==> config.mk <==
export PLATFORM = sky130hd
export DESIGN_NAME = csef_top
export DESIGN_NICKNAME = d
export VERILOG_FILES = /design/src/hw/csef_pkg.sv /design/src/hw/csef_pin_watch.sv /design/src/hw/csef_flag_bank.sv /design/src/hw/csef_top.sv
export SDC_FILE = /design/constraint.sdc
export NUM_CORES = 1
export LEC_CHECK = 0
export BUFFER_PORTS_ARGS = -buffer_cell sky130_fd_sc_hd__buf_2
export CAP_MARGIN = 0
export CORE_MARGIN = 5
export CORE_UTILIZATION = 51
export CTS_BUF_LIST = sky130_fd_sc_hd__clkbuf_4
export CTS_CLUSTER_SIZE = 28
export DETAILED_ROUTE_END_ITERATION = 12
export GPL_ROUTABILITY_DRIVEN = 0
export PLACE_DENSITY = 0.71
export SLEW_MARGIN = 20
export SYNTH_ARGS = -nofsm -noshare
export SYNTH_HDL_FRONTEND = slang
export SYNTH_HIERARCHICAL = 1
export SYNTH_SLANG_ARGS = --single-unit
==> constraint.sdc <==
create_clock -name clk_i -period 2.7 [get_ports clk_i]
set_input_delay 0.27 -clock clk_i [delete_from_list [all_inputs] [get_ports clk_i]]
set_output_delay 0.27 -clock clk_i [all_outputs]
set_load 0.05 [all_outputs]
==> src/hw/csef_pkg.sv <==
// Package: register map, field positions, reset values and carriers for the socket event flag block
package csef_pkg;

  // Documented register offsets (byte addresses on the register port)
  localparam logic [7:0] CSEF_OFS_CARD_EVENT_FLAGS = 8'h04;
  localparam logic [7:0] CSEF_OFS_CARD_EVENT_MASK = 8'h05;
  localparam logic [7:0] CSEF_OFS_LEGACY_GLOBAL_CONTROL = 8'h1e;
  localparam logic [7:0] CSEF_OFS_CARD_CONTROL = 8'h91;
  // Socket register set for wide cards, placed in otherwise free offsets
  localparam logic [7:0] CSEF_OFS_SOCKET_EVENT = 8'hc0;
  localparam logic [7:0] CSEF_OFS_SOCKET_MASK = 8'hc4;
  localparam logic [7:0] CSEF_OFS_SOCKET_STATE = 8'hc8;
  localparam logic [7:0] CSEF_OFS_SOCKET_FORCE = 8'hcc;

  // Event field widths and bit positions
  localparam int CSEF_EVT_W = 4;
  localparam int CSEF_BIT_BATT_ONE = 0;
  localparam int CSEF_BIT_IO_IO_STATUS_CHANGE = 0;
  localparam int CSEF_BIT_BATT_TWO = 1;
  localparam int CSEF_BIT_READY = 2;
  localparam int CSEF_BIT_PWR_DONE = 3;
  localparam int CSEF_BIT_WIDE_IO_STATUS_CHANGE = 0;
  localparam int CSEF_BIT_DETECT_ONE = 1;
  localparam int CSEF_BIT_DETECT_TWO = 2;
  localparam int CSEF_BIT_CLEAR_METHOD = 2;
  localparam int CSEF_BIT_FUNC_PENDING = 0;

  // Reset values
  localparam logic [7:0] CSEF_RST_MASK = 8'h00;
  localparam logic [7:0] CSEF_RST_GLOBAL_CONTROL = 8'h00;
  localparam logic [7:0] CSEF_RST_CARD_CONTROL = 8'h00;
  localparam logic [7:0] CSEF_RST_RD_DATA = 8'h00;

  // Cycles after reset before a synchronised pin is trusted for edge detection
  localparam logic [1:0] CSEF_ARM_CYCLES = 2'h3;

  // Socket pin indices into the watched pin vector
  localparam int CSEF_PIN_DETECT_ONE = 0;
  localparam int CSEF_PIN_DETECT_TWO = 1;
  localparam int CSEF_PIN_SHARED_ONE = 2;
  localparam int CSEF_PIN_SHARED_TWO = 3;
  localparam int CSEF_PIN_READY_IRQ = 4;
  localparam int CSEF_PIN_N = 5;

  // Kind of card sitting in the socket
  typedef enum logic [1:0] {
    CSEF_CARD_NONE,
    CSEF_CARD_MEM,
    CSEF_CARD_IO,
    CSEF_CARD_WIDE
  } csef_card_t;

  // Register port request
  typedef struct packed {
    logic wr;
    logic rd;
    logic [7:0] addr;
    logic [7:0] wdata;
  } csef_reg_req_t;

  // Raw socket pins, all asynchronous to clk_i
  typedef struct packed {
    logic card_detect_one_n;
    logic card_detect_two_n;
    logic shared_one;
    logic shared_two;
    logic ready_irq;
  } csef_pins_t;

endpackage

==> src/hw/csef_pin_watch.sv <==
// One socket pin: two-flop synchroniser, armed edge detector
module csef_pin_watch
  import csef_pkg::*;
(
  // Clock and reset
  input wire logic clk_i,
  input wire logic rst_i,
  // Raw pin
  input wire logic pin_i,
  // Synchronised level and one-cycle edge pulses
  output logic level_o,
  output logic rise_o,
  output logic fall_o
);

  logic meta;
  logic sync;
  logic prev;
  logic [1:0] arm_cnt;
  logic next_meta;
  logic next_sync;
  logic next_prev;
  logic [1:0] next_arm_cnt;

  // Next values; edges are suppressed until the chain holds real pin values
  always_comb begin
    next_meta = pin_i;
    next_sync = meta;
    next_prev = sync;
    next_arm_cnt = (arm_cnt == CSEF_ARM_CYCLES) ? arm_cnt : arm_cnt + 2'h1;
  end

  always_ff @(posedge clk_i) begin
    if (rst_i) begin
      meta <= 1'b0;
      sync <= 1'b0;
      prev <= 1'b0;
      arm_cnt <= 2'h0;
    end else begin
      meta <= next_meta;
      sync <= next_sync;
      prev <= next_prev;
      arm_cnt <= next_arm_cnt;
    end
  end

  // Edge pulses come from the second and third stages only
  assign level_o = sync;
  assign rise_o = (arm_cnt == CSEF_ARM_CYCLES) && sync && !prev;
  assign fall_o = (arm_cnt == CSEF_ARM_CYCLES) && !sync && prev;

endmodule

==> src/hw/csef_flag_bank.sv <==
// Sticky flag bank: hardware set beats software clear in the same cycle
module csef_flag_bank #(
  parameter int W = 4
) (
  // Clock and reset
  input wire logic clk_i,
  input wire logic rst_i,
  // Set and clear strobes per bit
  input wire logic [W-1:0] set_i,
  input wire logic [W-1:0] clr_i,
  // Flags
  output logic [W-1:0] flags_o
);

  logic [W-1:0] flags;
  logic [W-1:0] next_flags;

  // Clear first, then set, so a coincident event survives
  always_comb begin
    next_flags = (flags & ~clr_i) | set_i;
  end

  always_ff @(posedge clk_i) begin
    if (rst_i) begin
      flags <= '0;
    end else begin
      flags <= next_flags;
    end
  end

  assign flags_o = flags;

endmodule

==> src/hw/csef_top.sv <==
// Card socket event flags: event detection, masking, flag clearing and request outputs
module csef_top
  import csef_pkg::*;
(
  // Clock and reset
  input wire logic clk_i,
  input wire logic rst_i,
  // Register port
  input wire csef_reg_req_t reg_req_i,
  output logic [7:0] rd_data_o,
  output logic rd_valid_o,
  // Socket pins and socket state
  input wire csef_pins_t pins_i,
  input wire csef_card_t card_type_i,
  input wire logic power_up_done_i,
  // Requests to the interrupt routing logic
  output logic csc_irq_o,
  output logic func_irq_o
);

  // Synchronised socket pins and their edges
  logic [CSEF_PIN_N-1:0] pin_raw;
  logic [CSEF_PIN_N-1:0] pin_level;
  logic [CSEF_PIN_N-1:0] pin_rise;
  logic [CSEF_PIN_N-1:0] pin_fall;
  logic [CSEF_PIN_N-1:0] pin_edge;

  // Card type decode
  logic is_mem;
  logic is_io;
  logic is_wide;

  // Register decode
  logic wr_flags;
  logic rd_flags;
  logic wr_mask;
  logic wr_global;
  logic wr_control;
  logic wr_sock_event;
  logic wr_sock_mask;
  logic wr_sock_force;

  // Software-visible state
  logic [7:0] card_event_mask;
  logic [7:0] legacy_global_control;
  logic [7:0] card_control;
  logic [CSEF_EVT_W-1:0] socket_mask;
  logic [7:0] next_card_event_mask;
  logic [7:0] next_legacy_global_control;
  logic [7:0] next_card_control;
  logic [CSEF_EVT_W-1:0] next_socket_mask;

  // Flag banks
  logic [CSEF_EVT_W-1:0] narrow_set;
  logic [CSEF_EVT_W-1:0] narrow_clr;
  logic [CSEF_EVT_W-1:0] narrow_flags;
  logic [CSEF_EVT_W-1:0] sock_set;
  logic [CSEF_EVT_W-1:0] sock_clr;
  logic [CSEF_EVT_W-1:0] sock_flags;

  // Decoded socket signals
  logic io_status_change_assert;
  logic wide_card_status_change_assert;
  logic func_request;
  logic clear_on_write;

  // Outputs
  logic [7:0] rd_data;
  logic rd_valid;
  logic csc_irq;
  logic func_irq;
  logic [7:0] next_rd_data;
  logic next_rd_valid;
  logic next_csc_irq;
  logic next_func_irq;

  // Pin vector in watch order
  assign pin_raw[CSEF_PIN_DETECT_ONE] = pins_i.card_detect_one_n;
  assign pin_raw[CSEF_PIN_DETECT_TWO] = pins_i.card_detect_two_n;
  assign pin_raw[CSEF_PIN_SHARED_ONE] = pins_i.shared_one;
  assign pin_raw[CSEF_PIN_SHARED_TWO] = pins_i.shared_two;
  assign pin_raw[CSEF_PIN_READY_IRQ] = pins_i.ready_irq;

  // One synchroniser and edge detector per socket pin
  for (genvar gi = 0; gi < CSEF_PIN_N; gi++) begin : g_pin
    csef_pin_watch u_watch (
      .clk_i(clk_i),
      .rst_i(rst_i),
      .pin_i(pin_raw[gi]),
      .level_o(pin_level[gi]),
      .rise_o(pin_rise[gi]),
      .fall_o(pin_fall[gi])
    );
  end

  assign pin_edge = pin_rise | pin_fall;

  // Card type decode steers how the shared pins are read
  assign is_mem = (card_type_i == CSEF_CARD_MEM);
  assign is_io = (card_type_i == CSEF_CARD_IO);
  assign is_wide = (card_type_i == CSEF_CARD_WIDE);

  // Shared pin one: battery detect one, io status change (low), wide status change (high)
  assign io_status_change_assert = is_io && pin_fall[CSEF_PIN_SHARED_ONE];
  assign wide_card_status_change_assert = is_wide && pin_rise[CSEF_PIN_SHARED_ONE];

  // Ready pin carries an active-low request for io and wide cards, never for memory cards
  assign func_request = (is_io || is_wide) && !pin_level[CSEF_PIN_READY_IRQ];

  // Register strobes at the documented offsets and at the socket register set offsets
  assign wr_flags = reg_req_i.wr && (reg_req_i.addr == CSEF_OFS_CARD_EVENT_FLAGS);
  assign rd_flags = reg_req_i.rd && (reg_req_i.addr == CSEF_OFS_CARD_EVENT_FLAGS);
  assign wr_mask = reg_req_i.wr && (reg_req_i.addr == CSEF_OFS_CARD_EVENT_MASK);
  assign wr_global = reg_req_i.wr && (reg_req_i.addr == CSEF_OFS_LEGACY_GLOBAL_CONTROL);
  assign wr_control = reg_req_i.wr && (reg_req_i.addr == CSEF_OFS_CARD_CONTROL);
  assign wr_sock_event = reg_req_i.wr && (reg_req_i.addr == CSEF_OFS_SOCKET_EVENT);
  assign wr_sock_mask = reg_req_i.wr && (reg_req_i.addr == CSEF_OFS_SOCKET_MASK);
  assign wr_sock_force = reg_req_i.wr && (reg_req_i.addr == CSEF_OFS_SOCKET_FORCE);

  // Clearing method for the narrow card flags
  assign clear_on_write = legacy_global_control[CSEF_BIT_CLEAR_METHOD];

  // Narrow card flag sources
  always_comb begin
    narrow_set = '0;
    narrow_set[CSEF_BIT_BATT_ONE] = (is_mem && pin_edge[CSEF_PIN_SHARED_ONE])
      || io_status_change_assert;
    narrow_set[CSEF_BIT_BATT_TWO] = is_mem && pin_edge[CSEF_PIN_SHARED_TWO];
    narrow_set[CSEF_BIT_READY] = is_mem && pin_edge[CSEF_PIN_READY_IRQ];
    narrow_set[CSEF_BIT_PWR_DONE] = (is_mem || is_io) && power_up_done_i;
  end

  // Narrow card flag clearing: write of one or read, chosen by the method bit
  always_comb begin
    narrow_clr = '0;
    if (clear_on_write) begin
      if (wr_flags) begin
        narrow_clr = reg_req_i.wdata[CSEF_EVT_W-1:0];
      end
    end else if (rd_flags) begin
      narrow_clr = '1;
    end
  end

  // Socket event sources; detect edges count for every card type
  always_comb begin
    sock_set = '0;
    sock_set[CSEF_BIT_WIDE_IO_STATUS_CHANGE] = wide_card_status_change_assert;
    sock_set[CSEF_BIT_DETECT_ONE] = pin_edge[CSEF_PIN_DETECT_ONE];
    sock_set[CSEF_BIT_DETECT_TWO] = pin_edge[CSEF_PIN_DETECT_TWO];
    sock_set[CSEF_BIT_PWR_DONE] = is_wide && power_up_done_i;
    if (wr_sock_force) begin
      sock_set = sock_set | reg_req_i.wdata[CSEF_EVT_W-1:0];
    end
  end

  // Socket events clear on a write of one
  assign sock_clr = wr_sock_event ? reg_req_i.wdata[CSEF_EVT_W-1:0] : '0;

  csef_flag_bank #(
    .W(CSEF_EVT_W)
  ) u_narrow_flags (
    .clk_i(clk_i),
    .rst_i(rst_i),
    .set_i(narrow_set),
    .clr_i(narrow_clr),
    .flags_o(narrow_flags)
  );

  csef_flag_bank #(
    .W(CSEF_EVT_W)
  ) u_socket_flags (
    .clk_i(clk_i),
    .rst_i(rst_i),
    .set_i(sock_set),
    .clr_i(sock_clr),
    .flags_o(sock_flags)
  );

  // Control register next values; card control bit 0 is live status, not storage
  always_comb begin
    next_card_event_mask = card_event_mask;
    next_legacy_global_control = legacy_global_control;
    next_card_control = card_control;
    next_socket_mask = socket_mask;
    if (wr_mask) begin
      next_card_event_mask = reg_req_i.wdata;
    end
    if (wr_global) begin
      next_legacy_global_control = reg_req_i.wdata;
    end
    if (wr_control) begin
      next_card_control = reg_req_i.wdata;
    end
    next_card_control[CSEF_BIT_FUNC_PENDING] = 1'b0;
    if (wr_sock_mask) begin
      next_socket_mask = reg_req_i.wdata[CSEF_EVT_W-1:0];
    end
  end

  always_ff @(posedge clk_i) begin
    if (rst_i) begin
      card_event_mask <= CSEF_RST_MASK;
      legacy_global_control <= CSEF_RST_GLOBAL_CONTROL;
      card_control <= CSEF_RST_CARD_CONTROL;
      socket_mask <= CSEF_RST_MASK[CSEF_EVT_W-1:0];
    end else begin
      card_event_mask <= next_card_event_mask;
      legacy_global_control <= next_legacy_global_control;
      card_control <= next_card_control;
      socket_mask <= next_socket_mask;
    end
  end

  // Read mux, answered one cycle after the read strobe; unmapped offsets read zero
  always_comb begin
    next_rd_data = CSEF_RST_RD_DATA;
    next_rd_valid = reg_req_i.rd;
    if (reg_req_i.rd) begin
      unique case (reg_req_i.addr)
        CSEF_OFS_CARD_EVENT_FLAGS: begin
          next_rd_data = {4'h0, narrow_flags};
        end
        CSEF_OFS_CARD_EVENT_MASK: begin
          next_rd_data = card_event_mask;
        end
        CSEF_OFS_LEGACY_GLOBAL_CONTROL: begin
          next_rd_data = legacy_global_control;
        end
        CSEF_OFS_CARD_CONTROL: begin
          next_rd_data = {card_control[7:1], func_irq};
        end
        CSEF_OFS_SOCKET_EVENT: begin
          next_rd_data = {4'h0, sock_flags};
        end
        CSEF_OFS_SOCKET_MASK: begin
          next_rd_data = {4'h0, socket_mask};
        end
        CSEF_OFS_SOCKET_STATE: begin
          next_rd_data = {1'b0, card_type_i, pin_level};
        end
        default: begin
          next_rd_data = CSEF_RST_RD_DATA;
        end
      endcase
    end
  end

  // Two separate requests: masked status change, unmasked functional
  always_comb begin
    next_csc_irq = |(narrow_flags & card_event_mask[CSEF_EVT_W-1:0])
      || |(sock_flags & socket_mask);
    next_func_irq = func_request;
  end

  always_ff @(posedge clk_i) begin
    if (rst_i) begin
      rd_data <= CSEF_RST_RD_DATA;
      rd_valid <= 1'b0;
      csc_irq <= 1'b0;
      func_irq <= 1'b0;
    end else begin
      rd_data <= next_rd_data;
      rd_valid <= next_rd_valid;
      csc_irq <= next_csc_irq;
      func_irq <= next_func_irq;
    end
  end

  assign rd_data_o = rd_data;
  assign rd_valid_o = rd_valid;
  assign csc_irq_o = csc_irq;
  assign func_irq_o = func_irq;

endmodule

==> summary.md <==
The shortest clock period the worst path allows after layout is 1.65 ns. The logs give 0 for the final max-slew violation count and 0.00200 W for the total power. The headroom to the max-slew limit is 0.587. The cell family contributing the most delay on the critical path is simple AND/OR/NAND/NOR gates. The routed design has 7330 µm of wire. TritonCTS built the clock tree. After the first detailed-routing iteration, the DRC count stood at 213.

Number of global-route vias before repair: 2398. The fraction of post-synthesis cell area in the top cell type by area works out to 0.441. Element type at the critical path end: a flop. The first TritonRoute pass finished after 5 iterations. The run gives 0.0581 as the met3 global-route usage.

The largest total area in the synthesized netlist belongs to dfxtp_1. The power density over the cells works out to 558 nW/µm². The post-route DRC violation count was 0. Buffers placed on the I/O ports in this run total 38.

Setup repair after global routing left no endpoint under its margin. The tools report the setup TNS as 0 ns. The met1 usage in global routing is 0.271. In this run the number of H-tree levels came out at 3. For the post-CTS setup buffer count, the log shows 0. The distinct cell type count after synthesis is 46, and the maximum number of pins on one net before global-route repair is 63.

In this run the vertical extent of the chip is 89.5 µm. Summed over all cells, the static leakage comes to 1.48 nW. The register bit total from synthesis is 71, and the count of boundary I/O pins is 39.

The tools report the number of gates resized after cts as 0. The chip width came out at 89.5 µm. The share of post-route cells with drive strength above 1 came out at 0.193. Using the TritonRoute via totals, the vias-per-cell ratio works out to 5.67. Detailed routing inserted a total of 2609 vias.

Between clock sinks in the finished design, the worst skew comes to 0.00951 ns. The number of failing setup endpoints in the final timing report was 0; the synthesized area was 3220 µm². The buffer and inverter count on the worst path is 1.

The clock root buffer is clkbuf_4. The core region is 6240 µm². The cell repeated most along the worst path was and2_1. The largest stage delay on the critical path is 0.44 ns, and the number of hold violations in the final report is 0. After synthesis, the most frequently instantiated cells are dfxtp_1, nor2_1, a21oi_1, nand2_1. The sequential element share of the synthesized area is 0.441, and the post-synthesis average cell area is 9.48 µm². The run finished with clean final reports.

The fraction of met2 tracks used by global routing was 0.295. The global routing stage identified its most utilized layer as met2. The worst setup path is of the in -> reg kind. The mean routed wirelength per cell was 15.9 µm; the actual transition at the worst max-transition pin was 0.619 ns.

The tools report the fill cell total of the finished layout as 578. The predominant post-synthesis flop cell is dfxtp_1. After legalization and detailed placement, the total HPWL measured 5270 µm. The TritonCTS buffer count was 9; the achievable frequency was 0.607 GHz. Walking the worst path, the cells encountered are buf_2 > nor4bb_2 > and2_1 > nor4b_4 > and2_1 > nand2b_1 > a21oi_1.

The layout net count is 414. The share of synthesized registers carrying an async set or reset works out to 0. The detail route stage leaves a number of antenna-violating nets equal to 0. The insertion delay to the later sink of the worst-skew pair was 0.41 ns; the global-route wire length before repair was 11900 µm.

Initial antenna violation count: 0. Counting flops with a built-in enable in the synthesized netlist gives 0. Starting utilization of the core area: 0.516.

The min-delay analysis places its worst path in the category in -> reg. By instance count, the leading cell after synthesis is dfxtp_1. The logs give 2.98 ns for the required time of the critical path and 340 for the instance count of the mapped netlist. The slowest stage of the critical path is the nor4bb_2 cell. For the post-synthesis net count, the log shows 376. The data arrival time of the critical path is 1.92 ns, and the die footprint is 8010 µm². Global routing finished with a remaining overflow of 0. The run gives 505 µV as the worst vdd rail ir drop. The largest fanout of any net on the critical path is 10, and the number of placement rows is 29.

The tools report the total track usage as 0.197. STA classifies the critical path startpoint as a primary input. From synthesis to final layout, the design area changed by 11.3%. Sorting the synthesized cells by area gives the leading types as dfxtp_1, mux2i_1, a21oi_1, nor2_1, nor2b_1. For this design, the CTS-stage hold fixing added 0 buffers. The number of warnings reported in the yosys synthesis log is 6, and the number of diodes added for antenna fixing is 0. The max capacitance violation total came out at 0. The post-route clock period utilization is 0.610. Clock-pin slew was measured on the worst setup and hold paths at 0.12 ns. Counting every sink on the clock net gives 71. The clock passes through at most 2 buffers.
==> per-layer routing <==
layer	wire length [µm]	share of wire
met3	530	0.072
met4	76	0.010
met1	3420	0.47
met5	0	0
met2	3300	0.45
==> cell type report <==
class,count,area (µm²),share of cell area
clock buffers,9,67.6,0.0188
clock inverters,7,72.6,0.0202
inverters,12,45.0,0.0126
multi-input cells,243,1670,0.466
flip-flops and latches,71,1420,0.396
well taps,77,96.3,0.0269
repair buffers,41,213,0.0593
==> through the flow <==
stage / std cells / hold WS [ns] / area, µm² / setup slack [ns] / util
after detailed placement: 444 / 0.422 / 3450 / 0.672 / 0.552
final: 460 / 0.0567 / 3590 / 1.05 / 0.575
after global placement: 444 / 0.419 / 3450 / 0.674 / 0.552
after CTS: 460 / 0.0338 / 3590 / 1.12 / 0.575
after floorplan: 340 / 0.339 / 3220 / 1.12 / -
after global routing: 460 / 0.0431 / 3590 / 1.02 / 0.575
==> power by group <==
part | switching (W) | internal [W]
clock | 0.000383 | 0.000283
sequential | 0.0000288 | 0.00110
combinational | 0.000123 | 0.0000871
total | 0.000535 | 0.00147
==> cells by family (layout without fill, tap and decap cells) <==
kind of cell	Yosys count	in the layout	synth area share
simple gates	139	139	0.257
flops	71	71	0.441
compound gates	69	69	0.148
buf+inv	26	69	0.0404
mux	22	22	0.0687
fa+ha+maj	8	8	0.0311
xor+xnor	5	5	0.0136
==> worst paths after layout <==
path | startpoint | end | slack, ns | cells past startpoint
setup / recovery | reg_req_i[8] | u_socket_flags/flags_o[2] | 1.05 | 7
hold / removal | pins_i[0] | g_pin[4].u_watch/meta | 0.06 | 2
setup reg to reg | g_pin[1].u_watch/arm_cnt[0] | u_socket_flags/flags_o[2] | 1.43 | 5
hold reg to reg | g_pin[3].u_watch/meta | g_pin[3].u_watch/level_o | 0.45 | 1
==> sequential cells by signal, summed over array words and instances (netlist names) <==
register,cells
g_pin.u_watch/level_o,5
g_pin.u_watch/meta,5
legacy_global_control,8
func_irq_o,1
rd_data_o,8
g_pin.u_watch/arm_cnt,10
card_event_mask,8
card_control,7
rd_valid_o,1
socket_mask,4
g_pin.u_watch/prev,5
u_socket_flags/flags_o,4
u_narrow_flags/flags_o,4
csc_irq_o,1
==> layout by cell type, fill, tap and decap left out, types with 2 or more instances in the layout <==
cell type / n
dfxtp_1: 71
buf_2: 38
nor2_1: 32
a21oi_1: 30
nand2_1: 23
nand3_1: 21
mux2i_1: 21
nor2b_1: 19
a22oi_1: 15
inv_1: 12
nand2b_1: 10
clkbuf_4: 9
ha_1: 8
and2_1: 7
a22o_1: 6
and3b_2: 5
xor2_1: 5
nand4b_1: 4
a32oi_1: 4
o2bb2ai_1: 4
buf_4: 3
a211o_1: 2
o21a_1: 2
nand4_1: 2
nand4bb_1: 2
and3_1: 2
clkinvlp_4: 2
clkinv_2: 2
(Power assumes the default switching activity.)
